<file path="src/core/qdsl_pkg.sv">
// shared constants for the quad converter serial load link
package qdsl_pkg;
    // word layout, first bit shifted in sits at the top
    localparam int WORD_W   = 16;
    localparam int CODE_W   = 12;
    localparam int ADDR_W   = 2;
    localparam int CHAN_N   = 4;
    localparam int ADDR_MSB = 15;
    localparam int ADDR_LSB = 14;
    localparam int CODE_MSB = 11;
    localparam int CODE_LSB = 0;
    localparam logic [ADDR_W-1:0] UNUSED_BITS = 2'h0;

    // reset codes chosen by the level select input
    localparam logic [CODE_W-1:0] RESET_ZERO = 12'h000;
    localparam logic [CODE_W-1:0] RESET_MID  = 12'h800;

    // host command opcodes
    typedef enum logic [1:0] {
        OP_WRITE = 2'h0,
        OP_LOAD  = 2'h1,
        OP_RESET = 2'h2
    } qdsl_op_t;

    // link timing in ns and the mclk period
    localparam int MCLK_NS = 5;
    localparam int T_CH_NS   = 30;
    localparam int T_CL_NS   = 50;
    localparam int T_CSS_NS  = 55;
    localparam int T_CSH_NS  = 15;
    localparam int T_LD1_NS  = 40;
    localparam int T_LD2_NS  = 15;
    localparam int T_LDDW_NS = 45;
    localparam int T_RSSH_NS = 25;
    localparam int T_RSTW_NS = 70;

    // least time rounded up to whole mclk cycles, at least one
    function automatic int minCycles(input int ns);
        int c;
        c = (ns + MCLK_NS - 1) / MCLK_NS;
        return (c < 1) ? 1 : c;
    endfunction

    localparam int CNT_W    = 5;
    localparam int T_CH_CYC   = minCycles(T_CH_NS);
    localparam int T_CL_CYC   = minCycles(T_CL_NS);
    localparam int T_CSS_CYC  = minCycles(T_CSS_NS);
    localparam int T_CSH_CYC  = minCycles(T_CSH_NS);
    localparam int T_LD1_CYC  = minCycles(T_LD1_NS);
    localparam int T_LD2_CYC  = minCycles(T_LD2_NS);
    localparam int T_LDDW_CYC = minCycles(T_LDDW_NS);
    localparam int T_RSSH_CYC = minCycles(T_RSSH_NS);
    localparam int T_RSTW_CYC = minCycles(T_RSTW_NS);
endpackage

</file>
<file path="src/core/qdsl_link_if.sv">
// link wires between the serial master and the converter load logic
`timescale 1ns/1ps
`default_nettype none
interface qdsl_link_if;
    logic csN;              // chip select, active low
    logic sclk;             // serial clock, made by the host
    logic serialIn;         // serial data
    logic loadStrobeN;      // channel load strobe, active low
    logic resetN;           // asynchronous reset, active low
    logic resetLevelSelect; // reset code: low zero, high mid-scale

    modport host (
        output csN,
        output sclk,
        output serialIn,
        output loadStrobeN,
        output resetN,
        output resetLevelSelect
    );
    modport device (
        input csN,
        input sclk,
        input serialIn,
        input loadStrobeN,
        input resetN,
        input resetLevelSelect
    );
endinterface
`default_nettype wire

</file>
<file path="src/core/qdsl_host.sv">
// serial master: sends words, pulses load strobe and reset on request
`timescale 1ns/1ps
`default_nettype none
// Functional notes
// - word is address, two spare, twelve code
// - address bits first, then two ignored
// - code fills last twelve bits, msb first
// - address 00..11 picks channel A..D
// - strobe low: addressed channel transparent; high holds
// - reset low forces all channels, level chosen
// - latched channels keep reset code after release
// - reset never touches the shift register
// - shift one bit per OR rising edge
// - chip select and clock are interchangeable
// - select rising with clock low shifts extra
// - host raises select only with clock high
// - shifting with strobe low corrupts passed channels
// - host holds select high around strobe, reset
// - code is straight unsigned binary
module qdsl_host (
    input  wire logic                            mclk,      // system clock
    input  wire logic                            nrst,      // sync reset, active low
    input  wire logic                            clkEn,     // freezes state when low
    input  wire logic                            cmdValid,  // command request
    input  wire qdsl_pkg::qdsl_op_t              cmdOp,     // write, load or reset
    input  wire logic [qdsl_pkg::ADDR_W-1:0]     cmdChan,   // channel for write
    input  wire logic [qdsl_pkg::CODE_W-1:0]     cmdCode,   // code for write
    input  wire logic                            cmdLevel,  // reset level for reset
    output logic                                 cmdReady,  // idle, takes a command
    qdsl_link_if.host                            link       // serial link, host side
);
    // one-hot sequencer states
    typedef enum logic [6:0] {
        ST_IDLE   = 7'h01,
        ST_LOW    = 7'h02,
        ST_HIGH   = 7'h04,
        ST_LDWAIT = 7'h08,
        ST_LOAD   = 7'h10,
        ST_RSEL   = 7'h20,
        ST_RST    = 7'h40
    } qdsl_state_t;

    // counts the bits of the word in flight
    localparam int BIT_W = 4;
    localparam logic [BIT_W-1:0] LAST_BIT = 4'(qdsl_pkg::WORD_W - 1);

    qdsl_state_t                  stateQ, stateD;
    logic [qdsl_pkg::CNT_W-1:0]   cntQ, cntD;
    logic [BIT_W-1:0]             bitQ, bitD;
    logic [qdsl_pkg::WORD_W-1:0]  wordQ, wordD;
    logic                         sclkQ, sclkD;
    logic                         csNQ, csND;
    logic                         sdiQ, sdiD;
    logic                         ldNQ, ldND;
    logic                         rstNQ, rstND;
    logic                         selQ, selD;
    logic                         readyQ, readyD;

    // counter load: the state moves on once the count reaches zero
    function automatic logic [qdsl_pkg::CNT_W-1:0] preset(input int cyc);
        return qdsl_pkg::CNT_W'(cyc - 1);
    endfunction

    always_comb begin
        stateD = stateQ;
        cntD   = (cntQ != '0) ? cntQ - 1'b1 : cntQ;
        bitD   = bitQ;
        wordD  = wordQ;
        sclkD  = sclkQ;
        csND   = csNQ;
        sdiD   = sdiQ;
        ldND   = ldNQ;
        rstND  = rstNQ;
        selD   = selQ;
        readyD = readyQ;
        case (stateQ)
            // idle: a command is taken only here, ready is high
            ST_IDLE: begin
                if (cmdValid) begin
                    readyD = 1'b0;
                    case (cmdOp)
                        qdsl_pkg::OP_WRITE: begin
                            wordD  = {cmdChan, qdsl_pkg::UNUSED_BITS, cmdCode};
                            sdiD   = cmdChan[qdsl_pkg::ADDR_W-1];
                            csND   = 1'b0;
                            sclkD  = 1'b0;
                            bitD   = '0;
                            cntD   = preset(qdsl_pkg::T_CSS_CYC);
                            stateD = ST_LOW;
                        end
                        qdsl_pkg::OP_LOAD: begin
                            cntD   = preset(qdsl_pkg::T_LD1_CYC);
                            stateD = ST_LDWAIT;
                        end
                        qdsl_pkg::OP_RESET: begin
                            selD   = cmdLevel;
                            cntD   = preset(qdsl_pkg::T_RSSH_CYC);
                            stateD = ST_RSEL;
                        end
                        default: readyD = 1'b1;
                    endcase
                end
            end
            // low phase: data already set up, wait for the rising edge
            ST_LOW: begin
                if (cntQ == '0) begin
                    sclkD  = 1'b1;
                    cntD   = preset(qdsl_pkg::T_CH_CYC);
                    stateD = ST_HIGH;
                end
            end
            // high phase: the frame ends with the clock still high
            ST_HIGH: begin
                if (cntQ == '0) begin
                    if (bitQ == LAST_BIT) begin
                        csND   = 1'b1; // clock still high here
                        readyD = 1'b1;
                        stateD = ST_IDLE;
                    end else begin
                        wordD  = {wordQ[qdsl_pkg::WORD_W-2:0], 1'b0};
                        sdiD   = wordQ[qdsl_pkg::WORD_W-2]; // msb first
                        bitD   = bitQ + 1'b1;
                        sclkD  = 1'b0;
                        cntD   = preset(qdsl_pkg::T_CL_CYC);
                        stateD = ST_LOW;
                    end
                end
            end
            // gap between the last rising edge and the strobe
            ST_LDWAIT: begin
                if (cntQ == '0) begin
                    ldND   = 1'b0; // select stays high meanwhile
                    cntD   = preset(qdsl_pkg::T_LDDW_CYC);
                    stateD = ST_LOAD;
                end
            end
            // strobe held low for its minimum width
            ST_LOAD: begin
                if (cntQ == '0) begin
                    ldND   = 1'b1;
                    readyD = 1'b1;
                    stateD = ST_IDLE;
                end
            end
            // level select settles before reset falls
            ST_RSEL: begin
                if (cntQ == '0) begin
                    rstND  = 1'b0; // select stays high meanwhile
                    cntD   = preset(qdsl_pkg::T_RSTW_CYC);
                    stateD = ST_RST;
                end
            end
            // reset held low for its minimum width
            ST_RST: begin
                if (cntQ == '0) begin
                    rstND  = 1'b1;
                    readyD = 1'b1;
                    stateD = ST_IDLE;
                end
            end
            // illegal code: recover to idle
            default: begin
                stateD = ST_IDLE;
                readyD = 1'b1;
            end
        endcase
    end

    // clkEn low freezes every flop, reset still wins
    always_ff @(posedge mclk) begin
        if (!nrst) begin
            stateQ <= ST_IDLE;
            cntQ   <= '0;
            bitQ   <= '0;
            wordQ  <= '0;
            sclkQ  <= 1'b1;
            csNQ   <= 1'b1;
            sdiQ   <= 1'b0;
            ldNQ   <= 1'b1;
            rstNQ  <= 1'b1;
            selQ   <= 1'b0;
            readyQ <= 1'b1;
        end else if (clkEn) begin
            stateQ <= stateD;
            cntQ   <= cntD;
            bitQ   <= bitD;
            wordQ  <= wordD;
            sclkQ  <= sclkD;
            csNQ   <= csND;
            sdiQ   <= sdiD;
            ldNQ   <= ldND;
            rstNQ  <= rstND;
            selQ   <= selD;
            readyQ <= readyD;
        end
    end

    // every output comes straight from a flop
    assign cmdReady              = readyQ;
    assign link.sclk             = sclkQ;
    assign link.csN              = csNQ;
    assign link.serialIn         = sdiQ;
    assign link.loadStrobeN      = ldNQ;
    assign link.resetN           = rstNQ;
    assign link.resetLevelSelect = selQ;
endmodule // qdsl_host
`default_nettype wire

</file>
<file path="src/flat_wrapper.sv">
// flat-port wrapper written by rule: the top's interface ports become plain ports
module qdsl_host_flat 
  (mclk, nrst, clkEn, cmdValid, cmdOp, cmdChan, cmdCode, cmdLevel, cmdReady, link_csN, link_sclk, link_serialIn, link_loadStrobeN, link_resetN, link_resetLevelSelect);
  qdsl_link_if link_i ();
  input  wire logic mclk;
  input  wire logic nrst;
  input  wire logic clkEn;
  input  wire logic cmdValid;
  input  wire qdsl_pkg::qdsl_op_t cmdOp;
  input  wire logic [qdsl_pkg::ADDR_W-1:0] cmdChan;
  input  wire logic [qdsl_pkg::CODE_W-1:0] cmdCode;
  input  wire logic cmdLevel;
  output logic cmdReady;
  output wire logic [$bits(link_i.csN)-1:0] link_csN;
  output wire logic [$bits(link_i.sclk)-1:0] link_sclk;
  output wire logic [$bits(link_i.serialIn)-1:0] link_serialIn;
  output wire logic [$bits(link_i.loadStrobeN)-1:0] link_loadStrobeN;
  output wire logic [$bits(link_i.resetN)-1:0] link_resetN;
  output wire logic [$bits(link_i.resetLevelSelect)-1:0] link_resetLevelSelect;
  assign link_csN = link_i.csN;
  assign link_sclk = link_i.sclk;
  assign link_serialIn = link_i.serialIn;
  assign link_loadStrobeN = link_i.loadStrobeN;
  assign link_resetN = link_i.resetN;
  assign link_resetLevelSelect = link_i.resetLevelSelect;
  qdsl_host u_core (.mclk(mclk), .nrst(nrst), .clkEn(clkEn), .cmdValid(cmdValid), .cmdOp(cmdOp), .cmdChan(cmdChan), .cmdCode(cmdCode), .cmdLevel(cmdLevel), .cmdReady(cmdReady), .link(link_i));
endmodule
</file>
<file path="config.mk">
export PLATFORM = sky130hd
export DESIGN_NAME = qdsl_host_flat
export DESIGN_NICKNAME = d
export VERILOG_FILES = /design/src/core/qdsl_pkg.sv /design/src/core/qdsl_link_if.sv /design/src/core/qdsl_host.sv /design/src/flat_wrapper.sv
export SDC_FILE = /design/constraint.sdc
export NUM_CORES = 1
export LEC_CHECK = 0
export BUFFER_PORTS_ARGS = -buffer_cell sky130_fd_sc_hd__clkbuf_2
export CAP_MARGIN = 20
export CORE_ASPECT_RATIO = 0.6
export CORE_UTILIZATION = 40
export CTS_CLUSTER_SIZE = 14
export DETAILED_ROUTE_END_ITERATION = 6
export PLACE_DENSITY = 0.68
export SLEW_MARGIN = 10
export SYNTH_ARGS = -nofsm -noshare
export SYNTH_HDL_FRONTEND = slang
export SYNTH_SLANG_ARGS = --single-unit
</file>
<file path="constraint.sdc">
create_clock -name mclk -period 2.4 [get_ports mclk]
set_input_delay 0.12 -clock mclk [delete_from_list [all_inputs] [get_ports mclk]]
set_output_delay 0.12 -clock mclk [all_outputs]
set_load 0.1 [all_outputs]
</file>
Yosys cells after proc, flatten, opt, wreduce, memory -nomap -nowiden
Cells that the tools add are included.
- logic and storage cells: 102
- bits in registers: 38
- input bits: 21
- output and inout port bits: 7
- eq/ne operators: 22
- add/sub/neg operators: 2
- multiplexer cells: 48
- reductions and logical operators: 18
- bitwise operators: 1
- operator list (cell ; count):
    2-to-1 mux 15 bit ; 4
    2-to-1 mux 7 bit ; 6
    case mux 7 bit (6 select lines) ; 1
    2-to-1 mux 5 bit ; 7
    case mux 15 bit (2 select lines) ; 1
    case mux 5 bit (5 select lines) ; 1
    case mux 7 bit (3 select lines) ; 1
    AND reduction 6 bit ; 3
    2-to-1 mux 4 bit ; 4
    inequality test 2 x 1 -> 1 bit, second input constant ; 8
    case mux 5 bit (3 select lines) ; 1
    2-to-1 mux 1 bit ; 14
    AND reduction 4 bit ; 3
    case mux 1 bit (2 select lines) ; 4
    case mux 4 bit (2 select lines) ; 1
    AND reduction 8 bit ; 1
    == test 7 x 1 -> 1 bit, second input constant ; 1
    == test 7 x 2 -> 1 bit, second input constant ; 1
    == test 7 x 3 -> 1 bit, second input constant ; 1
    == test 7 x 4 -> 1 bit, second input constant ; 1
    == test 7 x 5 -> 1 bit, second input constant ; 1
    == test 7 x 6 -> 1 bit, second input constant ; 1
    == test 7 bit, second input constant ; 1
    AND reduction 7 bit ; 1
    18 further kinds ; 23

Longest topological paths before layout
Gate-level depths: netlist of the first run.
- depth in word-level cells: 5
- gate-level depth with buffers: 10
- mapped depth without buffers: 8

Worst setup path before layout of the first run
No wires, ideal clock.
- path type: reg-to-reg
- start: register u_core.cntQ[0] (netlist name)
- end: register u_core.stateQ[1]
- required time: 2284 ps
- data arrival time: 2004 ps
- stages on the path, launching flop included: 11
- buffers on the path: 2
- slack: 280 ps
- setup time: 116 ps
- clock period less this slack: 2120 ps
- cells stage by stage: dfxtp_1 > inv_1 > ha_1 > or4b_1 > buf_2 > a41oi_1 > o21a_2 > and3_4 > buf_6 > o221ai_2 > o211a_1
- word-level cells in the longest chain between the ends: 3
- elaborated cells between the ends (all ways): 7
- classes of those cells: 5 x eq/ne; 2 x reduce/logical
- RTL lines (what ; line ; source):
    start, declared ; qdsl_host.sv:48 ; logic [qdsl_pkg::CNT_W-1:0] cntQ, cntD;
    start signal, assigned ; qdsl_host.sv:185 ; cntQ <= cntD;
    zero test 5 bit * ; n/a ;
    inequality test 2 x 1 -> 1 bit (no line) ; n/a ;
    AND reduction 8 bit (no line) * ; n/a ;
    end signal, assigned ; qdsl_host.sv:184 ; stateQ <= stateD;
    end, declared ; qdsl_host.sv:47 ; qdsl_state_t stateQ, stateD;
Every way passes the cells marked *; elsewhere a longest branch is shown, timed or not.
A chain may end at the register's enable or synchronous reset.

Worst setup path in the final report of the first run
Ends and elaborated chain as after synthesis.

==> results of run 1 <==
## worst paths after layout
| kind | endpoint | start | cells after the start |
|---|---|---|---|
| worst max-delay path | u_core.stateQ[1] | u_core.cntQ[0] | 8 |
| worst min-delay path | u_core.link.resetLevelSelect | cmdLevel | 3 |
| worst max register to register | u_core.stateQ[1] | u_core.cntQ[0] | 8 |
| worst min register to register | u_core.wordQ[13] | u_core.wordQ[13] | 2 |
## stage by stage
stage	worst slack (ns)	utilization [%]	total power (uW)	area, um2	hold slack [ns]
final	0.1357	49.67	2383	2610	0.06524
after global routing	0.03178	49.67	2519	2610	0.07076
after CTS	0.1658	49.60	2359	2606	0.06467
after detailed placement	0.1757	47.52	1816	2497	0.3772
after global placement	0.3249	47.52	1812	2497	0.3548
after floorplan	0.2798	-	1561	2278	0.2639
## report_power, final
group	internal [uW]	leakage (uW)	switching, uW
sequential	722	0.000310	87.3
combinational	391	0.000693	638
clock	306	0.0000579	239
total	1420	0.00106	964
## layout make-up
cell class | count | area, um2 | share of cell area [%]
clock buffer | 5 | 68.82 | 2.637
clock inverter | 3 | 40.04 | 1.534
inverter | 8 | 30.03 | 1.151
multi-input combinational | 224 | 1366 | 52.35
sequential | 38 | 762.0 | 29.19
tap | 66 | 82.58 | 3.164
timing repair buffer | 42 | 260.3 | 9.971
## registers in the layout, summed over array words and instances (netlist names)
signal                        flops
u_core.wordQ                     15
u_core.stateQ                     7
u_core.cntQ                       5
u_core.bitQ                       4
u_core.cmdReady                   1
u_core.link.csN                   1
u_core.link.loadStrobeN           1
u_core.link.resetLevelSelect      1
u_core.link.resetN                1
u_core.link.sclk                  1
u_core.link.serialIn              1
## synth_stat cells (2+ instances only)
cell	number
nand4_1	3
a311oi_1	13
nand3_1	19
a211oi_1	2
buf_4	2
inv_1	8
nor3b_1	2
and3_1	2
clkbuf_1	8
buf_2	8
ha_1	7
o21ai_0	21
buf_6	3
a31oi_1	2
or4_1	4
o22ai_1	3
o311ai_0	2
nand4b_1	2
nand2_1	48
nor3_1	6
a41oi_1	2
dfxtp_1	38
nand2b_1	7
a21oi_1	15
xor2_1	4
mux2i_1	3
nor2_1	29
o31ai_1	3
## worst max-delay path, stage by stage, from the launching register on
cell      delay, ns
dfxtp_1        0.37
inv_1          0.09
ha_2           0.22
or4b_1         0.48
a41oi_1        0.24
o21a_2         0.20
and3_4         0.28
o221ai_2       0.12
o211a_1        0.15
## kinds of logic (layout without fill, tap and decap cells)
family          after synthesis  after routing  synth area share [%]
simple gates                132            132                 29.65
compound gates               76             76                 22.63
flops                        38             38                 33.39
buf+inv                      30             58                 6.754
fa+ha+maj                     7              7                 3.844
xor+xnor                      5              5                 1.922
mux                           4              4                 1.812
## metal layers
metal  global-route usage, %  vias up  routed length (um)
met5                       0        -                   0
met4                   6.933        0                  70
met3                   7.258        9                 672
met2                   26.79      117                2211
met1                   32.02     1015                3044
li1                        -     1112                   -
==> results.sh, run 1 <==
export IMPL_final_cell_mix="nand2_1 (48), dfxtp_1 (37), nor2_1 (29), clkbuf_2 (27), o21ai_0 (21)"
export IMPL_power_density_mw_per_mm2=912.9
export IMPL_gr_usage_all_layers_pct=21.04
export IMPL_rsz0062_at_grt="false"
export IMPL_cap_violations=0
export IMPL_synth_seq_cells=38
export IMPL_die_height_um=60.46
export IMPL_cts_root_buffer="clkbuf_8"
export IMPL_route_vias_total=2253
export IMPL_required_ns=2.58
export IMPL_cts_tree="done"
export IMPL_grt_start_max_net_pins=33
export IMPL_dp_cells=378
export IMPL_ir_drop_uv=384.0
export IMPL_setup_viol=0
export IMPL_hold_viol_final=0
export IMPL_via_per_inst=5.837
export IMPL_fmax_mhz=441.6
export IMPL_antenna_cells=0
export IMPL_finalSetupTns_ns=0
export IMPL_max_slew_margin_pct=63.30
export IMPL_fp_row_count=20
export IMPL_ys_warn_count=0
export IMPL_cts_resized_gates=0
export IMPL_fin_crit_sh_pct=94.35
export IMPL_hold_path_class="in -> reg"
export IMPL_coreArea_mm2=0.005255
export IMPL_syn_to_final_growth_pct=14.55
export IMPL_async_flop_share_pct=0
export IMPL_worstSkewPairLatency_ns=0.29
export IMPL_finalCriticalPeriod_ns=2.264
export IMPL_synth_cells=292
export IMPL_fill_cells=499
export IMPL_port_buffers=27
export IMPL_drive_gt1_share_pct=19.06
export IMPL_cts_buffer_depth=2
export IMPL_worstPathMaxFanout=13
export IMPL_cts_max_level=2
export IMPL_ys_seq_area_share_pct=33.39
export IMPL_yosys_most_used_dff="dfxtp_1"
export IMPL_status="finished, final reports clean"
export IMPL_drt_iter0_drc=297
export IMPL_drc=0
export IMPL_worstSetupPathType="reg -> reg"
export IMPL_tightest_slew_ns=0.5529
export IMPL_path_clk_slew_ns=0.08
export IMPL_ios=28
export IMPL_finalMaxSlewViolations=0
export IMPL_cp_start_kind="flop"
export IMPL_crit_path_end_kind="flop"
export IMPL_detail_route_wl_per_cell_um=15.54
export IMPL_synth_area_mm2=0.002278
export IMPL_antenna_found_initial=0
export IMPL_postCtsHoldBufs=0
export IMPL_cts_sinks=38
export IMPL_gp_congestion=0.9721
export IMPL_grt_pass1_wl_um=9591
export IMPL_ant_nets=0
export IMPL_grt_pass1_vias=1854
export IMPL_synth_distinct_cells=54
export IMPL_cp_arrival_ns=2.45
export IMPL_synth_area_top_cells="dfxtp_1 (33%), nand2_1 (7.9%), a311oi_1 (5.0%)"
export IMPL_final_common_cell="nand2_1"
export IMPL_rrSetupSlack_ns=0.14
export IMPL_skew_ns=0.003809
export IMPL_synth_edf_count=0
export IMPL_syn_area_per_cell_um2=7.803
export IMPL_die_area_mm2=0.006012
export IMPL_grt_overflow_total=0
export IMPL_drt_wl_total_um=5998
export IMPL_die_x_um=99.44
export IMPL_synth_largest_area_cell="dfxtp_1"
export IMPL_firstDrtPassIters=5
export IMPL_instances_no_fill=386
export IMPL_nets=347
export IMPL_synth_top_cell_area_share_pct=33.39
export IMPL_initial_core_util_pct=43.36
export IMPL_cts_buffers=5
export IMPL_p_leak_uw=0.001061
export IMPL_post_cts_setup_buffers=0
export IMPL_hpwl_um=4339
export IMPL_syn_num_nets=320
(Power assumes the default switching activity.)
==> run 2: changes to the inputs <==
--- a/config.mk
+++ b/config.mk
@@ -12,6 +12,7 @@
 export CTS_CLUSTER_SIZE = 14
 export DETAILED_ROUTE_END_ITERATION = 6
 export PLACE_DENSITY = 0.68
+export REMOVE_ABC_BUFFERS = 1
 export SLEW_MARGIN = 10
 export SYNTH_ARGS = -nofsm -noshare
 export SYNTH_HDL_FRONTEND = slang
==> results.sh, run 2 (synthesized netlist as in run 1, its figures left out) <==
export IMPL_cts_sinks=38
export IMPL_status="finished, final reports clean"
export IMPL_die_height_um=60.46
export IMPL_cp_arrival_ns=2.48
export IMPL_reg2regPathDepth=8
export IMPL_cp_start_kind="flop"
export IMPL_ir_drop_uv=308.9
export IMPL_cap_violations=0
export IMPL_die_area_mm2=0.006012
export IMPL_fin_area_mm2=0.002610
export IMPL_skew_ns=0.005594
export IMPL_fp_row_count=20
export IMPL_hp_start="cmdLevel"
export IMPL_cts_max_level=2
export IMPL_gp_congestion=0.9671
export IMPL_detail_route_wl_per_cell_um=15.57
export IMPL_power_density_mw_per_mm2=967.2
export IMPL_largest_register_ffs=15
export IMPL_gr_usage_all_layers_pct=21.48
export IMPL_cts_root_buffer="clkbuf_8"
export IMPL_max_stage_delay_ns=0.49
export IMPL_multi_input_area_mm2=0.001364
export IMPL_worstHoldEndpoint="u_core.link.resetLevelSelect"
export IMPL_finalMaxSlewViolations=0
export IMPL_hold_viol_final=0
export IMPL_nets=343
export IMPL_dp_cells=374
export IMPL_initial_core_util_pct=43.36
export IMPL_critPathBufInv=1
export IMPL_rrSetupSlack_ns=0.11
export IMPL_final_cell_mix="nand2_1 (48), dfxtp_1 (38), nor2_1 (29), clkbuf_2 (27), o21ai_0 (21)"
export IMPL_r2r_start="u_core.cntQ[0]"
export IMPL_cp_startpoint="u_core.cntQ[0]"
export IMPL_crit_chain="inv_1, ha_1, or4b_1, a41oi_1, o21a_2, and3_4, o2111ai_1, o31a_1"
export IMPL_path_clk_slew_ns=0.08
export IMPL_die_x_um=99.44
export IMPL_cts_resized_gates=0
export IMPL_ant_nets=0
export IMPL_route_vias_total=2236
export IMPL_cts_buffer_depth=2
export IMPL_finalCriticalPeriod_ns=2.293
export IMPL_whs_ns=0.06055
export IMPL_drt_iter0_drc=270
export IMPL_hold_path_class="in -> reg"
export IMPL_worst_r2r_endpoint="u_core.stateQ[0]"
export IMPL_antenna_cells=0
export IMPL_max_slew_margin_pct=63.44
export IMPL_worstSetupPathType="reg -> reg"
export IMPL_largestRegisters="u_core.wordQ (15), u_core.stateQ (7), u_core.cntQ (5)"
export IMPL_fmax_mhz=436.0
export IMPL_fill_cells=509
export IMPL_drt_wl_total_um=5946
export IMPL_grt_overflow_total=0
export IMPL_tightest_slew_ns=0.5508
export IMPL_fin_util_pct=49.67
export IMPL_via_per_inst=5.853
export IMPL_total_power_uw=2524
export IMPL_coreArea_mm2=0.005255
export IMPL_grt_pass1_wl_um=9846
export IMPL_worst_path_dominant_cell_family="simple AND/OR/NAND/NOR gates"
export IMPL_worstSkewPairLatency_ns=0.29
export IMPL_setup_viol=0
export IMPL_ios=28
export IMPL_hold_depth=3
export IMPL_post_cts_setup_buffers=0
export IMPL_top_register="u_core.wordQ"
export IMPL_port_buffers=27
export IMPL_grt_pass1_vias=1927
export IMPL_dpl_cell_area_mm2=0.002467
export IMPL_grt_start_max_net_pins=33
export IMPL_required_ns=2.59
export IMPL_cts_tree="done"
export IMPL_worstPathMaxFanout=13
export IMPL_final_seq_area_um2=760.7
export IMPL_postCtsHoldBufs=0
export IMPL_fin_crit_sh_pct=95.56
export IMPL_syn_to_final_growth_pct=14.55
export IMPL_firstDrtPassIters=5
export IMPL_p_leak_uw=0.001052
export IMPL_hpwl_um=4334
export IMPL_crit_path_end_kind="flop"
export IMPL_antenna_found_initial=0
export IMPL_instances_no_fill=382
export IMPL_crit_path_top_delay_cell="or4b_1"
export IMPL_drc=0
export IMPL_final_common_cell="nand2_1"
export IMPL_cts_buffers=5
export IMPL_rsz0062_at_grt="false"
export IMPL_drive_gt1_share_pct=17.41
run 2: report_power, final:
group          leakage (uW)  internal (uW)  switching, uW
Sequential         0.000310            721           95.9
Combinational      0.000671            382            635
Clock             0.0000714            444            247
run 2: how the worst max path moves through the flow:
stage | end | cells after the start
after floorplan | u_core.link.serialIn | 6
after global placement | u_core.stateQ[0] | 8
after detailed placement | u_core.stateQ[0] | 8
after CTS | u_core.stateQ[0] | 8
after global routing | u_core.stateQ[0] | 8
final | u_core.stateQ[0] | 8
run 2: metrics by stage:
stage | setup TNS (ns) | setup WS, ns
detailed placement | 0 | 0.1830
CTS | 0 | 0.1621
floorplan | -0.7070 | -0.04848
global route | 0 | 0.02536
finish | 0 | 0.1065
global placement | 0 | 0.2674
run 2: cell type report:
cell class / count / area share [%]
multi-input combinational: 224 / 52.25
sequential: 38 / 29.15
timing repair buffer: 38 / 8.821
clock buffer: 6 / 3.164
tap: 66 / 3.164
clock inverter: 2 / 2.301
inverter: 8 / 1.151
run 2: worst reg2reg max path, cell delays in order, from the launching register on:
cell and delay [ns]:
dfxtp_1 0.37, inv_1 0.08, ha_1 0.24, or4b_1 0.49, a41oi_1 0.28, o21a_2 0.21, and3_4 0.28, o2111ai_1 0.13
o31a_1 0.12
run 2: routing by layer:
| layer | vias to the layer above | GRT usage [%] | wire length [um] |
|---|---|---|---|
| met5 | - | 0 | 0 |
| li1 | 1098 | - | - |
| met4 | 0 | 6.933 | 64 |
| met1 | 1036 | 32.40 | 3190 |
| met3 | 8 | 5.415 | 564 |
| met2 | 94 | 29.46 | 2126 |
==> run 3: changes to the inputs <==
--- a/config.mk
+++ b/config.mk
@@ -8,6 +8,7 @@
 export BUFFER_PORTS_ARGS = -buffer_cell sky130_fd_sc_hd__clkbuf_2
 export CAP_MARGIN = 20
 export CORE_ASPECT_RATIO = 0.6
+export CORE_MARGIN = 4
 export CORE_UTILIZATION = 40
 export CTS_CLUSTER_SIZE = 14
 export DETAILED_ROUTE_END_ITERATION = 6
==> results.sh, run 3 (synthesized netlist as in run 1, its figures left out) <==
export IMPL_drc=0
export IMPL_nets=342
export IMPL_cts_sinks=38
export IMPL_cts_buffers=5
export IMPL_initial_core_util_pct=43.15
export IMPL_worstSkewPairLatency_ns=0.29
export IMPL_ir_drop_uv=420.5
export IMPL_die_x_um=105.4
export IMPL_power_density_mw_per_mm2=953.6
export IMPL_postCtsHoldBufs=0
export IMPL_hold_depth=3
export IMPL_top_register="u_core.wordQ"
export IMPL_worstPathMaxFanout=13
export IMPL_die_area_mm2=0.007007
export IMPL_hold_viol_final=0
export IMPL_skew_ns=0.003955
export IMPL_path_clk_slew_ns=0.07
export IMPL_final_common_cell="nand2_1"
export IMPL_ant_nets=0
export IMPL_hp_start="cmdCode[0]"
export IMPL_via_per_inst=5.630
export IMPL_cp_arrival_ns=2.43
export IMPL_largest_register_ffs=15
export IMPL_cap_violations=0
export IMPL_rsz0062_at_grt="false"
export IMPL_finalCriticalPeriod_ns=2.249
export IMPL_final_cell_mix="nand2_1 (48), dfxtp_1 (36), nor2_1 (29), clkbuf_2 (27), o21ai_0 (21)"
export IMPL_worstHoldEndpoint="u_core.wordQ[0]"
export IMPL_port_buffers=27
export IMPL_worst_r2r_endpoint="u_core.stateQ[0]"
export IMPL_hpwl_um=4441
export IMPL_required_ns=2.58
export IMPL_worstSetupPathType="reg -> reg"
export IMPL_gr_usage_all_layers_pct=17.80
export IMPL_cts_max_level=2
export IMPL_antenna_cells=0
export IMPL_detail_route_wl_per_cell_um=15.29
export IMPL_drive_gt1_share_pct=17.78
export IMPL_die_height_um=66.46
export IMPL_setup_viol=0
export IMPL_post_cts_setup_buffers=0
export IMPL_grt_pass1_wl_um=9922
export IMPL_largestRegisters="u_core.wordQ (15), u_core.stateQ (7), u_core.cntQ (5)"
export IMPL_route_vias_total=2207
export IMPL_drt_wl_total_um=5994
export IMPL_hold_path_class="in -> reg"
export IMPL_ios=28
export IMPL_finalSetupTns_ns=0
export IMPL_r2r_start="u_core.cntQ[0]"
export IMPL_drt_iter0_drc=248
export IMPL_cts_tree="done"
export IMPL_cts_buffer_depth=2
export IMPL_total_power_uw=2497
export IMPL_fill_cells=518
export IMPL_cp_start_kind="flop"
export IMPL_gp_congestion=0.9284
export IMPL_finalMaxSlewViolations=0
export IMPL_fin_crit_sh_pct=93.70
export IMPL_crit_path_end_kind="flop"
export IMPL_fp_row_count=20
export IMPL_tightest_slew_ns=0.5459
export IMPL_rrSetupSlack_ns=0.15
export IMPL_max_slew_margin_pct=63.76
export IMPL_cts_root_buffer="clkbuf_8"
export IMPL_firstDrtPassIters=5
export IMPL_syn_to_final_growth_pct=14.94
export IMPL_grt_pass1_vias=1931
export IMPL_grt_start_max_net_pins=33
export IMPL_grt_overflow_total=0
export IMPL_cts_resized_gates=0
export IMPL_reg2regPathDepth=8
export IMPL_p_leak_uw=0.001048
export IMPL_fmax_mhz=444.7
export IMPL_antenna_found_initial=0
export IMPL_status="finished, final reports clean"
export IMPL_coreArea_mm2=0.005280
## run 3: power by group
group	switching [uW]	internal, uW	total [uW]
logic	625	376	1000
registers	96.6	722	819
clock network	234	443	677
total	956	1540	2500
## run 3: layout make-up
type                       instances  area [um2]  area share [%]
tap                               77       96.34           3.679
multi-input combinational        224        1364           52.08
sequential                        38       763.2           29.14
inverter                           8       30.03           1.147
clock inverter                     2       60.06           2.293
clock buffer                       6       82.58           3.153
timing repair buffer              37       222.7           8.505
## run 3: per-layer routing
| layer | vias up | track usage, % | wire [um] |
|---|---|---|---|
| met4 | 0 | 3.764 | 15 |
| met2 | 107 | 22.62 | 2256 |
| met5 | - | 0 | 0 |
| met1 | 999 | 28.06 | 3109 |
| li1 | 1099 | - | - |
| met3 | 2 | 5.421 | 613 |
## run 3: how the worst max path moves through the flow
stage | start | to | cells past startpoint | slack [ns]
2_1_floorplan | u_core.stateQ[5] | u_core.link.serialIn | 6 | -0.05
3_3_place_gp | u_core.stateQ[1] | u_core.bitQ[3] | 6 | 0.11
3_5_place_dp | u_core.stateQ[1] | u_core.bitQ[3] | 6 | 0.13
4_1_cts | u_core.stateQ[1] | u_core.bitQ[3] | 6 | 0.11
5_1_grt | u_core.cntQ[0] | u_core.stateQ[0] | 8 | 0.01
6_report | u_core.cntQ[0] | u_core.stateQ[0] | 8 | 0.15
## run 3: metrics by stage
| step | worst slack (ns) | hold slack (ns) | instance area, um2 | util [%] | std cells |
|---|---|---|---|---|---|
| 2_1_floorplan | -0.04848 | 0.1918 | 2155 | - | 270 |
| 3_3_place_gp | 0.1086 | 0.3565 | 2474 | 46.85 | 384 |
| 3_5_place_dp | 0.1254 | 0.3638 | 2474 | 46.85 | 384 |
| 4_1_cts | 0.1069 | 0.04810 | 2616 | 49.55 | 392 |
| 5_1_grt | 0.01373 | 0.06336 | 2619 | 49.60 | 392 |
| 6_report | 0.1511 | 0.06125 | 2619 | 49.60 | 392 |
## run 3: critical path, stage by stage (launching register included)
cell and delay, ns:
dfxtp_1 0.37, inv_1 0.08, ha_1 0.23, or4b_1 0.48, a41oi_1 0.22, o21a_2 0.19, and3_4 0.28, o2111ai_1 0.14
o31a_1 0.14
